$ cat src/core/rng_gate_defines.vh
// constants for the random number output gate and its health tests
`ifndef RNG_GATE_DEFINES_VH
`define RNG_GATE_DEFINES_VH

// ==========================================================
// controller states
`define ST_IDLE 2'h0
`define ST_STARTUP 2'h1
`define ST_RUN 2'h2
`define ST_FAIL 2'h3

// ==========================================================
// total failure test: identical raw bits in a row that count as a dead source
`define TF_LIMIT 6'h20
// delay line length in raw bits, equal to the total failure limit
`define DELAY_LEN 32

// ==========================================================
// online monobit test over a window of raw bits
`define WIN_LAST 8'hff
`define WIN_ONES_LO 9'h064
`define WIN_ONES_HI 9'h09c

// ==========================================================
// word assembly: last bit index for 8 and 16 bit words
`define LAST_BIT_8 5'h07
`define LAST_BIT_16 5'h0f
`define WORD_W 16

`endif

$ cat src/core/pair_buffer.v
// two-entry valid/ready buffer with registered outputs and a flush
module pair_buffer #(
   parameter WIDTH = 16
) (
   input wire clk,
   input wire reset,
   input wire flush,
   input wire [WIDTH-1:0] in_data,
   input wire in_valid,
   output wire in_ready,
   output wire [WIDTH-1:0] out_data,
   output wire out_valid,
   input wire out_ready
);
   // ==========================================================
   // storage
   reg [WIDTH-1:0] head_q; // word presented to the consumer
   reg head_v_q;
   reg [WIDTH-1:0] tail_q; // overflow word while the consumer stalls
   reg tail_v_q;

   wire take_in; // word accepted this cycle
   wire take_out; // word consumed this cycle

   // ready only depends on a flop, so no combinational path back to the source
   assign in_ready = ~tail_v_q;
   assign out_data = head_q;
   assign out_valid = head_v_q;
   assign take_in = in_valid & ~tail_v_q;
   assign take_out = head_v_q & out_ready;

   // ==========================================================
   // head and tail update
   always @(posedge clk) begin
      if (reset || flush) begin
         // flush drops stored words so nothing outlives a failure
         head_v_q <= 1'b0;
         tail_v_q <= 1'b0;
         head_q <= {WIDTH{1'b0}};
         tail_q <= {WIDTH{1'b0}};
      end else begin
         if (!head_v_q || take_out) begin
            // head free next cycle: refill from tail first, keeping order
            if (tail_v_q) begin
               head_q <= tail_q;
               head_v_q <= 1'b1;
               tail_v_q <= take_in;
               if (take_in) begin
                  tail_q <= in_data;
               end
            end else begin
               head_v_q <= take_in;
               if (take_in) begin
                  head_q <= in_data;
               end
            end
         end else if (take_in) begin
            // head stalled: park the new word in the tail
            tail_q <= in_data;
            tail_v_q <= 1'b1;
         end
      end
   end
endmodule // pair_buffer

$ cat src/core/physical_rng_health_gate.v
// output gate and health tests for a physical random number generator
`include "rng_gate_defines.vh"

module physical_rng_health_gate (
   input wire clk,
   input wire reset,
   input wire raw_bit, // raw entropy bit from the analog source, asynchronous
   input wire start, // one-cycle pulse: (re)start the generator
   input wire word16, // word size taken at start: 1 = 16 bit, 0 = 8 bit
   input wire rnd_ready, // consumer takes the word this cycle
   output wire [15:0] rnd_data, // random word, 8 bit words in the low byte
   output wire rnd_valid, // random word present
   output reg gen_ok, // startup test passed, generator running
   output reg err_total, // sticky: entropy source dead
   output reg err_stat // sticky: statistical defect or repeated word
);
   // ==========================================================
   // declarations
   reg raw_s1_q; // first synchroniser stage, read only by raw_s2_q
   reg raw_s2_q; // synchronised raw bit
   reg [1:0] state_q; // controller state
   reg [1:0] state_d;
   reg word16_q; // word size latched at start
   reg last_bit_q; // previous raw bit for the repetition test
   reg [5:0] rep_cnt_q; // length of the current run of equal bits
   reg [7:0] win_cnt_q; // position in the monobit window
   reg [8:0] ones_q; // ones seen so far in the window
   reg [`DELAY_LEN-1:0] delay_q; // raw bits held back before word assembly
   reg [15:0] word_q; // word being assembled
   reg [4:0] bit_cnt_q; // bits already in word_q
   reg word_full_q; // word_q complete, waiting for the buffer
   reg [15:0] prev_word_q; // last word handed to the buffer
   reg prev_ok_q; // prev_word_q holds a word since start

   wire testing; // health tests active
   wire tf_hit; // total failure seen this cycle
   wire [8:0] ones_end; // window ones count including this bit
   wire win_end; // last bit of a window
   wire stat_hit; // window out of bounds
   wire rep_word; // finished word equals the previous one
   wire fail_now; // any defect this cycle
   wire buf_ready; // buffer accepts a word
   wire push; // hand finished word to the buffer
   wire flush; // empty the buffer
   wire [4:0] last_idx; // index of the last bit for this word size

   // ==========================================================
   // raw bit synchroniser
   always @(posedge clk) begin
      if (reset) begin
         raw_s1_q <= 1'b0;
         raw_s2_q <= 1'b0;
      end else begin
         raw_s1_q <= raw_bit;
         raw_s2_q <= raw_s1_q;
      end
   end

   // tests rest in the start cycle, so no defect can race the flag clear
   assign testing = ((state_q == `ST_STARTUP) || (state_q == `ST_RUN)) && !start;

   // ==========================================================
   // total failure test: a run of identical bits marks a dead source
   // the run counter starts fresh at start, so a stuck source trips
   // within the startup window, before any word is released
   assign tf_hit = testing && (raw_s2_q == last_bit_q)
      && (rep_cnt_q == `TF_LIMIT - 6'h01);

   always @(posedge clk) begin
      if (reset || start) begin
         last_bit_q <= 1'b0;
         rep_cnt_q <= 6'h00;
      end else if (testing) begin
         last_bit_q <= raw_s2_q;
         if (raw_s2_q == last_bit_q && rep_cnt_q != 6'h00) begin
            rep_cnt_q <= rep_cnt_q + 6'h01;
         end else begin
            rep_cnt_q <= 6'h01; // new run begins with this bit
         end
      end
   end

   // ==========================================================
   // online monobit test over fixed windows, running for ever
   // detection can take up to two windows of raw bits when a defect starts mid-window
   assign ones_end = ones_q + {8'h00, raw_s2_q};
   assign win_end = testing && (win_cnt_q == `WIN_LAST);
   assign stat_hit = win_end && ((ones_end < `WIN_ONES_LO)
      || (ones_end > `WIN_ONES_HI));

   always @(posedge clk) begin
      if (reset || start) begin
         win_cnt_q <= 8'h00;
         ones_q <= 9'h000;
      end else if (testing) begin
         win_cnt_q <= win_cnt_q + 8'h01; // wraps, next window starts
         if (win_end) begin
            ones_q <= 9'h000;
         end else begin
            ones_q <= ones_end;
         end
      end
   end

   // ==========================================================
   // delay line: a bit reaches assembly only after the failure test
   // has seen as many later bits as its limit, so any bit made after
   // the onset of a dead source is still held back when the alarm fires
   always @(posedge clk) begin
      if (reset || start) begin
         delay_q <= {`DELAY_LEN{1'b0}};
      end else if (testing) begin
         delay_q <= {delay_q[`DELAY_LEN-2:0], raw_s2_q};
      end
   end

   // ==========================================================
   // word assembly and the repeated-word test
   assign last_idx = word16_q ? `LAST_BIT_16 : `LAST_BIT_8;
   assign rep_word = testing && word_full_q && prev_ok_q && (word_q == prev_word_q);
   assign fail_now = tf_hit || stat_hit || rep_word;
   // only a running, healthy generator may hand a word on
   assign push = (state_q == `ST_RUN) && word_full_q && !fail_now;
   assign flush = (state_d != `ST_RUN);

   always @(posedge clk) begin
      if (reset || start || state_q != `ST_RUN) begin
         word_q <= 16'h0000;
         bit_cnt_q <= 5'h00;
         word_full_q <= 1'b0;
      end else if (word_full_q) begin
         // a stalled consumer holds the word; raw bits pass by unused
         if (push && buf_ready) begin
            word_q <= 16'h0000;
            bit_cnt_q <= 5'h00;
            word_full_q <= 1'b0;
         end
      end else begin
         word_q <= {word_q[14:0], delay_q[`DELAY_LEN-1]};
         bit_cnt_q <= bit_cnt_q + 5'h01;
         word_full_q <= (bit_cnt_q == last_idx);
      end
   end

   // remember the last word released for the repeated-word test
   always @(posedge clk) begin
      if (reset || start) begin
         prev_word_q <= 16'h0000;
         prev_ok_q <= 1'b0;
      end else if (push && buf_ready) begin
         prev_word_q <= word_q;
         prev_ok_q <= 1'b1;
      end
   end

   // ==========================================================
   // controller: idle, startup test, run, fail
   always @* begin
      state_d = state_q;
      case (state_q)
         `ST_IDLE: begin
            if (start) begin
               state_d = `ST_STARTUP;
            end
         end
         `ST_STARTUP: begin
            if (start) begin
               state_d = `ST_STARTUP;
            end else if (fail_now) begin
               state_d = `ST_FAIL;
            end else if (win_end) begin
               state_d = `ST_RUN; // first window passed
            end
         end
         `ST_RUN: begin
            if (start) begin
               state_d = `ST_STARTUP;
            end else if (fail_now) begin
               state_d = `ST_FAIL;
            end
         end
         `ST_FAIL: begin
            if (start) begin
               state_d = `ST_STARTUP; // only a restart leaves fail
            end
         end
         default: begin
            state_d = `ST_IDLE;
         end
      endcase
   end

   always @(posedge clk) begin
      if (reset) begin
         state_q <= `ST_IDLE;
         word16_q <= 1'b0;
      end else begin
         state_q <= state_d;
         if (start) begin
            word16_q <= word16;
         end
      end
   end

   // ==========================================================
   // status flags: sticky until a restart; a defect in the start cycle
   // cannot occur because tests are idle then, so no set/clear race
   always @(posedge clk) begin
      if (reset || start) begin
         err_total <= 1'b0;
         err_stat <= 1'b0;
         gen_ok <= 1'b0;
      end else begin
         if (tf_hit) begin
            err_total <= 1'b1;
         end
         if (stat_hit || rep_word) begin
            err_stat <= 1'b1;
         end
         gen_ok <= (state_d == `ST_RUN);
      end
   end

   // ==========================================================
   // output buffer; flushed whenever the generator is not running
   pair_buffer #(
      .WIDTH(`WORD_W)
   ) u_out_buf (
      .clk(clk),
      .reset(reset),
      .flush(flush),
      .in_data(word_q),
      .in_valid(push),
      .in_ready(buf_ready),
      .out_data(rnd_data),
      .out_valid(rnd_valid),
      .out_ready(rnd_ready)
   );
endmodule // physical_rng_health_gate

$ cat config.mk
export PLATFORM = sky130hd
export DESIGN_NAME = physical_rng_health_gate
export DESIGN_NICKNAME = d
export VERILOG_FILES = /design/src/core/pair_buffer.v /design/src/core/physical_rng_health_gate.v
export VERILOG_INCLUDE_DIRS = /design/src /design/src/core
export SDC_FILE = /design/constraint.sdc
export NUM_CORES = 1
export LEC_CHECK = 0
export ABC_CLOCK_PERIOD_IN_PS = 3300
export BUFFER_PORTS_ARGS = -buffer_cell sky130_fd_sc_hd__buf_4
export CORE_ASPECT_RATIO = 1.25
export CORE_MARGIN = 4
export CORE_UTILIZATION = 45
export CTS_CLUSTER_SIZE = 20
export DETAILED_ROUTE_END_ITERATION = 10
export SYNTH_ARGS = -nofsm -noshare
export SYNTH_HDL_FRONTEND = slang
export SYNTH_SLANG_ARGS = --single-unit
$ cat constraint.sdc
create_clock -name clk -period 3.3 [get_ports clk]
set_input_delay 0.495 -clock clk [delete_from_list [all_inputs] [get_ports clk]]
set_output_delay 0.495 -clock clk [all_outputs]
set_load 0.03 [all_outputs]
# Word level (Yosys, flattened, before mapping)
# Cells that the tools add are included.
[word_totals]
ff_bits = 137
inputBits = 6
out_inout_bits = 20
word_cells = 98
[classes]
addsub = 4
order_cmp = 2
n_eq_ne = 13
muxes = 25
n_bitwise = 3
n_reduce_logical = 30
[ops]
columns = ["op", "count"]
rows = [
  ["$mux 16", 7],
  ["$eq 16x16->1", 1],
  ["$logic_and 1x1->1", 12],
  ["$mux 2", 6],
  ["$mux 5", 2],
  ["$add 9x1->9", 1],
  ["$gt 9x8->1 const B", 1],
  ["$logic_or 1x1->1", 9],
  ["$lt 9x7->1 const B", 1],
  ["$mux 9", 1],
  ["$add 8x1->8 const B", 1],
  ["$eq 8x8->1 const B", 1],
  ["$add 6x1->6 const B", 1],
  ["$eq 2x2->1 const B", 3],
  ["$eq 6x5->1 const B", 1],
  ["$mux 1", 6],
  ["$mux 6", 1],
  ["$pmux 2 s3", 1],
  ["$reduce_bool 6->1", 1],
  ["$add 5x1->5 const B", 1],
  ["$eq 5x4->1", 1],
  ["$mux 4", 1],
  ["$ne 2x1->1 const B", 2],
  ["$ne 2x2->1 const B", 2],
  ["other kinds (9)", 13],
]

# Logic depth before layout (Yosys ltp)
# Gate-level depths: netlist of run 1.
[depth]
depth_word = 13
depth_mapped = 13
ltp_nobuf = 10

# Modules after synthesis
# Synthesis of run 1 repeated with hierarchy kept, for this count alone.
[unflattened]
hier_cells = 647
area_unflattened_um2 = 6005.8
[modules_own_cells]
columns = ["mod", "instances", "cells_each", "area_each_um2", "seq_area_each_um2"]
rows = [
  ["physical_rng_health_gate", 1, 491, 4539.4, 2042.0],
  ["pair_buffer", 1, 156, 1466.4, 680.7],
]

# Worst setup path after synthesis of run 1
# OpenSTA, ideal clock, no wires.
[synth_timing]
kind = "register -> register"
from = "register state_q[0]"
to = "register u_out_buf.head_q[10] (netlist: u_out_buf.out_data[10])"
setup_ns = 0.073
arrival_time_ns = 2.846
required_time_ns = 3.227
path_slack_ns = 0.381
stages_incl_launch_ff = 14
path_buffers = 3
period_less_slack_ns = 2.919
path_cell_list = "dfxtp_1 > inv_1 > ha_1 > clkbuf_1 > nor2_4 > nand4_1 > or4_1 > o21bai_1 > o21ai_0 > o21a_1 > or2_1 > buf_2 > buf_6 > nor3b_2"
[synth_via]
elab_chain_cells = 12
elab_cells_between_ends = 31
cone_classes = "eq/ne (4); mux (7); bitwise (1); reduce/logical (19)"
[synth_rtl]
columns = ["item", "line_no", "rtl"]
rows = [
  ["start, declared", "physical_rng_health_gate.v:21", "reg [1:0] state_q;"],
  ["start signal, assigned", "physical_rng_health_gate.v:195", "state_q <= `ST_IDLE;"],
  ["start signal, assigned", "physical_rng_health_gate.v:198", "state_q <= state_d;"],
  ["$eq 2x1->1 or $eq 2x2->1 (tied branches)", "physical_rng_health_gate.v:160", "case (state_q)"],
  ["$logic_or 1x1->1", "physical_rng_health_gate.v:60", "assign testing = ((state_q == `ST_STARTUP) || (state_q == `ST_RUN)) && !start;"],
  ["$logic_and 1x1->1", "physical_rng_health_gate.v:60", ""],
  ["$logic_and 1x1->1, on equally long branches", "physical_rng_health_gate.v:66, physical_rng_health_gate.v:87, physical_rng_health_gate.v:120", ""],
  ["$logic_and 1x1->1, on equally long branches", "physical_rng_health_gate.v:66, physical_rng_health_gate.v:88, physical_rng_health_gate.v:120", ""],
  ["$logic_or 1x1->1 or $logic_and 1x1->1 (tied branches)", "physical_rng_health_gate.v:121, physical_rng_health_gate.v:120", ""],
  ["$logic_or 1x1->1", "physical_rng_health_gate.v:121", "assign fail_now = tf_hit || stat_hit || rep_word;"],
  ["$mux 2, or another cell as far along", "physical_rng_health_gate.v:178", "end else if (fail_now) begin"],
  ["$mux 2, or another cell as far along", "physical_rng_health_gate.v:176", "if (start) begin"],
  ["$pmux 2 s3 or $and 1x1->1 (tied branches)", "physical_rng_health_gate.v:160, pair_buffer.v:29", ""],
  ["$ne 2x2->1 (no line) or $reduce_bool 2->1 (tied branches)", "-", ""],
  ["$logic_or 1x1->1 or $reduce_and 2->1 (tied branches)", "-", ""],
  ["end signal, assigned", "pair_buffer.v:39", "head_q <= {WIDTH{1'b0}};"],
  ["end signal, assigned", "pair_buffer.v:45", "head_q <= tail_q;"],
  ["end signal, assigned", "pair_buffer.v:54", "head_q <= in_data;"],
  ["end, declared", "pair_buffer.v:17", "reg [WIDTH-1:0] head_q;"],
]
# Parallel ways exist; a longest one is shown, timed or not.
# A chain may end at the register's enable or synchronous reset.

# Final worst setup path of run 1
[layout_timing]
from = "register raw_s2_q"
to = "register bit_cnt_q[4]"
[layout_via]
elab_chain_cells = 10
elab_cells_between_ends = 14
cone_classes = "add/sub (1); order compare (2); eq/ne (2); reduce/logical (9)"
[layout_rtl]
columns = ["item", "line_no", "rtl"]
rows = [
  ["start, declared", "physical_rng_health_gate.v:20", "reg raw_s2_q;"],
  ["start signal, assigned", "physical_rng_health_gate.v:55", "raw_s2_q <= raw_s1_q;"],
  ["$add 9x1->9", "physical_rng_health_gate.v:86", "assign ones_end = ones_q + {8'h00, raw_s2_q};"],
  ["$lt 9x7->1 (no line) or $gt 9x8->1 (tied branches)", "-", ""],
  ["$logic_or 1x1->1", "physical_rng_health_gate.v:88", "assign stat_hit = win_end && ((ones_end < `WIN_ONES_LO)"],
  ["$logic_and 1x1->1", "physical_rng_health_gate.v:88", ""],
  ["$logic_or 1x1->1 (*) (2 in a row)", "physical_rng_health_gate.v:121", ""],
  ["$logic_not 1->1 (*)", "physical_rng_health_gate.v:123", "assign push = (state_q == `ST_RUN) && word_full_q && !fail_now;"],
  ["$logic_and 1x1->1 (*)", "physical_rng_health_gate.v:123", ""],
  ["$logic_and 1x1->1 (*)", "physical_rng_health_gate.v:133", "if (push && buf_ready) begin"],
  ["$ne 2x1->1 (no line) (*)", "-", ""],
  ["end signal, assigned", "physical_rng_health_gate.v:140", "bit_cnt_q <= bit_cnt_q + 5'h01;"],
  ["end, declared", "physical_rng_health_gate.v:30", "reg [4:0] bit_cnt_q;"],
]
# Mark *: on every way between the ends. The rest lies on a longest branch, timed or not.

==> out/summary.txt, run 1 <==
Yosys Warn Count: 0
layout filler cell count: 1179
total area of multi-input combinational cells: 2920 um2
die height: 136 um
minimum clock period after layout: 3030 ps
final cell area excluding filler cells: 6850 um2
slack of the critical path: 266 ps
fmax: 0.330 GHz
Hold Crit Class: in -> reg
number of input and output port buffers inserted: 25
CTS tree: built
startpoint of the most critical setup path: raw_s2_q
number of enable flip-flop cells after synthesis: 0
final-report max-slew violation count: 0
HPWL Detailed: 8010 um
sequential area share after synthesis: 0.465
number of distinct library cell variants in the gate-level netlist after synthesis: 59
Horiz. Die Dim: 110 um
status: finished clean
end point of the worst hold path: raw_s1_q
post-synthesis net count: 628
clock sink total: 136
Clk pin slew, worst setup/hold paths: 60 ps
setup skew after layout: 8.11 ps
Initial DRT Pass Iterations: 7
maximum number of pins on one net before global-route repair: 51
actual transition at the worst max-transition pin: 895 ps
MaxCap Viol Count: 0
average wire length per cell after detail routing: 14.6 um
final number of hold-violating endpoints: 0
buffer depth of the longest clock path: 2
number of antenna violations at the first check in global routing: 0
pwr dens: 511 nW/um2
Crit Path Max Fanout: 21
register-to-register setup slack: 270 ps
number of design rule violations left after detail routing: 0
arrival time reported for the critical path endpoint: 3330 ps
source of the worst hold timing path: raw_bit
worst-case setup slack after placement: 38.8 ps
Worst setup EP type: flip-flop
setup TNS after final layout: 0 ps
Worst Path Required: 3600 ps
hold-critical path depth: 2
fraction of final layout cells with drive strength greater than 1: 0.165
unrepaired setup endpoints after global routing: false
largest vdd supply drop: 303 uV
utilization after layout: 0.538
effective utilization at floorplan: 0.460
ANT nets after route: 0
H-tree depth: 4
Synth Instances: 613
Cell Area, Synth: 5850 um2
Area Growth Syn to Fin: 17.0%
clock network latency to the later pin of the worst-skew pair: 410 ps
total wirelength of the detailed-routed design: 12000 um
routed via count: 4442
Cell Area, Placed: 6290 um2
core area: 12700 um2
most common cell after layout, fill and taps aside: sky130_fd_sc_hd__dfxtp_1
top flip-flop cell by instance count after synthesis: sky130_fd_sc_hd__dfxtp_1
R2R Path Start: raw_s2_q
sequential cell area: 2720 um2
routability cong.: 0.842
total congestion overflow after global routing: 0
hold slack final: 299 ps
Root Buffer: sky130_fd_sc_hd__clkbuf_16
share of flip-flops with an asynchronous set or reset after synthesis: 0
critical register-to-register path endpoint: bit_cnt_q[4]
worst slew margin relative to its limit: 0.402
most used cells in the layout excluding fill and tap cells: 136 x sky130_fd_sc_hd__dfxtp_1, 77 x sky130_fd_sc_hd__nor2_1, 50 x sky130_fd_sc_hd__mux2i_1
Total Die Area: 14900 um2
number of flip-flops and latches in the synthesized netlist: 136
CP Launch Type: flip-flop
final net count: 655
all-layer global routing usage: 0.172
DRT iter0 DRCs: 131
number of global-route vias before repair: 4274
std cell rows: 46
mean area per synthesized cell: 9.55 um2
crit share post-route: 0.919
number of cells on the worst reg-to-reg path: 11
first-pass GRT wire length: 20200 um
number of endpoints failing setup at the final stage: 0
boundary pin count: 26
Diodes inserted: 0
standby leakage power: 0.00284 uW
critical path start-end classification: reg -> reg
vias per cell: 5.41
CTS Buf Count: 17
==> metrics by stage <==
stage | power, uW | std cells
after floorplan | 1750 | 613
after global placement | 1770 | 789
after detailed placement | 1770 | 789
after CTS | 3540 | 821
after global routing | 3620 | 821
final | 3500 | 821
==> power breakdown <==
part / switching, uW / leakage, uW / total (uW) / internal [uW]
Combinational: 54.6 / 0.00148 / 85.7 / 31.2
Sequential: 3.91 / 0.00110 / 1650 / 1650
Clock: 722 / 0.000269 / 1760 / 1040
Total: 781 / 0.00284 / 3500 / 2720
==> registers in the layout, summed over array words and instances, names as in the netlist, 2 cells and up <==
name,flops
bit_cnt_q,5
delay_q,32
ones_q,9
prev_word_q,16
rep_cnt_q,6
state_q,2
u_out_buf.out_data,16
u_out_buf.tail_q,16
win_cnt_q,8
word_q,16
==> worst max-delay path by stage <==
stage | end | slack [ps]
floorplan | u_out_buf.out_data[10] | 380
global placement | bit_cnt_q[0] | 100
detailed placement | bit_cnt_q[0] | 40
CTS | bit_cnt_q[4] | 190
global route | u_out_buf.out_data[0] | 60
finish | bit_cnt_q[4] | 270
==> cell usage after synthesis (4+ instances only) <==
master	count	area share
sky130_fd_sc_hd__dfxtp_1	136	0.47
sky130_fd_sc_hd__nor2_1	78	0.050
sky130_fd_sc_hd__mux2i_1	50	0.085
sky130_fd_sc_hd__nand2_1	37	0.024
sky130_fd_sc_hd__o21ai_0	27	0.023
sky130_fd_sc_hd__nand3_1	23	0.020
sky130_fd_sc_hd__clkbuf_1	22	0.014
sky130_fd_sc_hd__xnor2_1	21	0.031
sky130_fd_sc_hd__a21oi_1	17	0.015
sky130_fd_sc_hd__a22o_1	17	0.025
sky130_fd_sc_hd__nand3b_1	17	0.022
sky130_fd_sc_hd__o32ai_1	16	0.024
sky130_fd_sc_hd__inv_1	11	0.0071
sky130_fd_sc_hd__nand4_1	11	0.012
sky130_fd_sc_hd__nor3b_2	11	0.024
sky130_fd_sc_hd__xor2_1	11	0.016
sky130_fd_sc_hd__nor3b_1	10	0.013
sky130_fd_sc_hd__buf_2	9	0.0077
sky130_fd_sc_hd__ha_1	9	0.019
sky130_fd_sc_hd__and3_1	8	0.0085
sky130_fd_sc_hd__buf_1	6	0.0038
sky130_fd_sc_hd__nor3_1	6	0.0051
sky130_fd_sc_hd__a211oi_1	4	0.0051
sky130_fd_sc_hd__nor2b_1	4	0.0043
sky130_fd_sc_hd__nor4_1	4	0.0043
==> critical path: stages (launching register included) <==
cell                       delay [ps]
sky130_fd_sc_hd__dfxtp_1          350
sky130_fd_sc_hd__ha_1             210
sky130_fd_sc_hd__ha_1             290
sky130_fd_sc_hd__o21a_1           180
sky130_fd_sc_hd__a221o_1          360
sky130_fd_sc_hd__a211oi_2         270
sky130_fd_sc_hd__o32ai_2          140
sky130_fd_sc_hd__a211oi_2         230
sky130_fd_sc_hd__buf_4            180
sky130_fd_sc_hd__o21bai_1         100
sky130_fd_sc_hd__o21a_4           310
sky130_fd_sc_hd__a211o_1          310
==> metal layers <==
layer	up-vias	track usage	share of wire
met1	2135	0.205	0.43
met2	55	0.299	0.53
li1	2236	-	-
met5	-	0	0
met4	0	0.0638	0.013
met3	16	0.0362	0.030
==> cells by family after synthesis <==
kind of cell | after synthesis | share of synthesized area
mux | 51 | 0.0874
simple gates | 226 | 0.211
compound gates | 107 | 0.130
flops | 136 | 0.465
fa+ha+maj | 9 | 0.0192
xor+xnor | 32 | 0.0479
buf+inv | 52 | 0.0398
==> cell type report <==
cell class | count | share of cell area
Multi-Input combinational cell | 425 | 0.426
Tap cell | 168 | 0.0307
Timing Repair Buffer | 49 | 0.0592
Clock inverter | 13 | 0.0172
Clock buffer | 19 | 0.0632
Inverter | 11 | 0.00603
Sequential cell | 136 | 0.398
==> what timing repair did <==
| item | 4_1_cts | 5_1_grt |
|---|---|---|
| gates resized for setup | 1 | 2 |
| endpoints found under the setup margin | 2 | 6 |
| pin swaps | 0 | 0 |
| hold buffers | 0 | 0 |
| setup buffers | 0 | 0 |
Power figures use the tool's default switching activity.
==> run 2, diff against run 1 <==
--- a/config.mk
+++ b/config.mk
@@ -10,7 +10,7 @@
 export BUFFER_PORTS_ARGS = -buffer_cell sky130_fd_sc_hd__buf_4
 export CORE_ASPECT_RATIO = 1.25
 export CORE_MARGIN = 4
-export CORE_UTILIZATION = 45
+export CORE_UTILIZATION = 30
 export CTS_CLUSTER_SIZE = 20
 export DETAILED_ROUTE_END_ITERATION = 10
 export SYNTH_ARGS = -nofsm -noshare
==> run 2 against run 1 <==
Against the previous run:
- largest cell class unchanged
- register-to-register slack worse by 50 ps
- fmax down 1.8%
- die area up 46%
- worst hold slack worse by 16 ps
- setup slack worse by 55 ps
- critical path depth up 1
- clock skew down 0.95 ps
- largest power group unchanged
- non-clock buffer count down 7
==> out/summary.txt, run 2 (synthesis results as in run 1) <==
largest vdd supply drop: 320 uV
ANT nets after route: 0
number of design rule violations left after detail routing: 0
DRT iter0 DRCs: 216
hold-critical path depth: 2
final-report max-slew violation count: 0
worst slew margin relative to its limit: 0.542
global routing met2 resource utilization: 0.173
most common cell after layout, fill and taps aside: sky130_fd_sc_hd__dfxtp_1
final net count: 648
buffer depth of the longest clock path: 2
met3 Usage GRT: 0.0303
Area Growth Syn to Fin: 18.4%
number of input and output port buffers inserted: 25
most used cells in the layout excluding fill and tap cells: 136 x sky130_fd_sc_hd__dfxtp_1, 77 x sky130_fd_sc_hd__nor2_1, 50 x sky130_fd_sc_hd__mux2i_1
total congestion overflow after global routing: 0
setup TNS after final layout: 0 ps
effective utilization at floorplan: 0.308
number of endpoints failing setup at the final stage: 0
Diodes inserted: 0
flip-flop count of the largest register, all copies and words added: 32
actual transition at the worst max-transition pin: 681 ps
HPWL Detailed: 7390 um
GR Util met1: 0.145
Hold Crit Class: in -> reg
average wire length per cell after detail routing: 12.7 um
maximum number of pins on one net before global-route repair: 51
Worst Path Required: 3610 ps
number of global-route vias before repair: 4008
gr busiest metal: met2
boundary pin count: 26
unrepaired setup endpoints after global routing: false
worst-case setup slack after placement: 245 ps
Worst setup EP type: flip-flop
Hold-fix buffers, CTS: 0
all-layer global routing usage: 0.110
number of resized instances in the post-cts repair step: 0
largest reg by FF count: delay_q
core area: 19000 um2
CTS Buf Count: 17
clock sink total: 136
fmax: 0.324 GHz
number of cells on the worst reg-to-reg path: 12
number of antenna violations at the first check in global routing: 0
minimum clock period after layout: 3090 ps
crit share post-route: 0.936
Total Die Area: 21800 um2
standby leakage power: 0.00280 uW
first-pass GRT wire length: 19700 um
post-CTS setup repair buffer count: 0
CTS tree: built
die height: 164 um
Crit Path Max Fanout: 15
final number of hold-violating endpoints: 0
MaxCap Viol Count: 0
Clk pin slew, worst setup/hold paths: 60 ps
Horiz. Die Dim: 133 um
vias per cell: 4.78
routability cong.: 0.781
Root Buffer: sky130_fd_sc_hd__clkbuf_16
CP Launch Type: flip-flop
fraction of final layout cells with drive strength greater than 1: 0.156
H-tree depth: 4
clock network latency to the later pin of the worst-skew pair: 420 ps
status: finished clean
Initial DRT Pass Iterations: 4
arrival time reported for the critical path endpoint: 3400 ps
pwr dens: 522 nW/um2
routed via count: 4334
total wirelength of the detailed-routed design: 11500 um
setup skew after layout: 7.16 ps
critical path start-end classification: reg -> reg
slack of the critical path: 211 ps
std cell rows: 56
run 2: cell count changes in the layout (fill, tap and decap cells not counted):
cell,before,now
sky130_fd_sc_hd__buf_4,46,40
sky130_fd_sc_hd__o21bai_2,1,0
sky130_fd_sc_hd__bufinv_16,1,2
sky130_fd_sc_hd__inv_8,0,2
sky130_fd_sc_hd__clkinv_2,4,2
sky130_fd_sc_hd__clkinv_4,1,2
sky130_fd_sc_hd__buf_12,3,2
sky130_fd_sc_hd__clkbuf_1,2,0
sky130_fd_sc_hd__clkinvlp_4,2,4
sky130_fd_sc_hd__inv_6,5,3
sky130_fd_sc_hd__o21a_4,1,0
sky130_fd_sc_hd__o21a_1,2,3
sky130_fd_sc_hd__o21bai_1,1,2
run 2: power by group:
group	internal, uW	switching [uW]
clock	1130	754
sequential	1650	4.15
combinational	31.3	54.0
total	2800	812
run 2: layer usage:
metal / wire, um / share of wire
met5: 0 / 0
met2: 5280 / 0.46
met3: 366 / 0.032
met4: 134 / 0.012
met1: 5700 / 0.50
run 2: critical path, cell delays in order (launching register included):
cell,delay [ps]
sky130_fd_sc_hd__dfxtp_1,350
sky130_fd_sc_hd__ha_1,210
sky130_fd_sc_hd__ha_1,280
sky130_fd_sc_hd__o21a_1,170
sky130_fd_sc_hd__a221o_1,350
sky130_fd_sc_hd__a211oi_2,250
sky130_fd_sc_hd__o32ai_2,130
sky130_fd_sc_hd__a211oi_2,220
sky130_fd_sc_hd__buf_4,180
sky130_fd_sc_hd__o21bai_1,90
sky130_fd_sc_hd__o21a_1,280
sky130_fd_sc_hd__buf_4,230
sky130_fd_sc_hd__a22o_1,240
run 2: final timing paths:
path	slack [ps]	endpoint	from
setup / recovery	210	word_q[9]	raw_s2_q
hold / removal	280	raw_s1_q	raw_bit
setup reg to reg	210	word_q[9]	raw_s2_q
hold reg to reg	460	raw_s2_q	raw_s1_q
run 2: cell type report:
| type | instances | area, um2 |
|---|---|---|
| Sequential cell | 136 | 2720 |
| Clock buffer | 17 | 425 |
| Tap cell | 261 | 327 |
| Inverter | 11 | 41.3 |
| Timing Repair Buffer | 42 | 340 |
| Fill cell | 1920 | 12100 |
| Clock inverter | 15 | 166 |
| Multi-Input combinational cell | 425 | 2910 |
run 2: metrics by stage:
step / hold slack, ps / utilization / total power [uW] / cell area (um2) / std cells
final: 283 / 0.365 / 3620 / 6930 / 907
after global placement: 444 / 0.334 / 1770 / 6340 / 875
after detailed placement: 452 / 0.334 / 1770 / 6340 / 875
after floorplan: 414 / - / 1750 / 5850 / 613
after CTS: 269 / 0.365 / 3660 / 6930 / 907
after global routing: 299 / 0.365 / 3750 / 6930 / 907
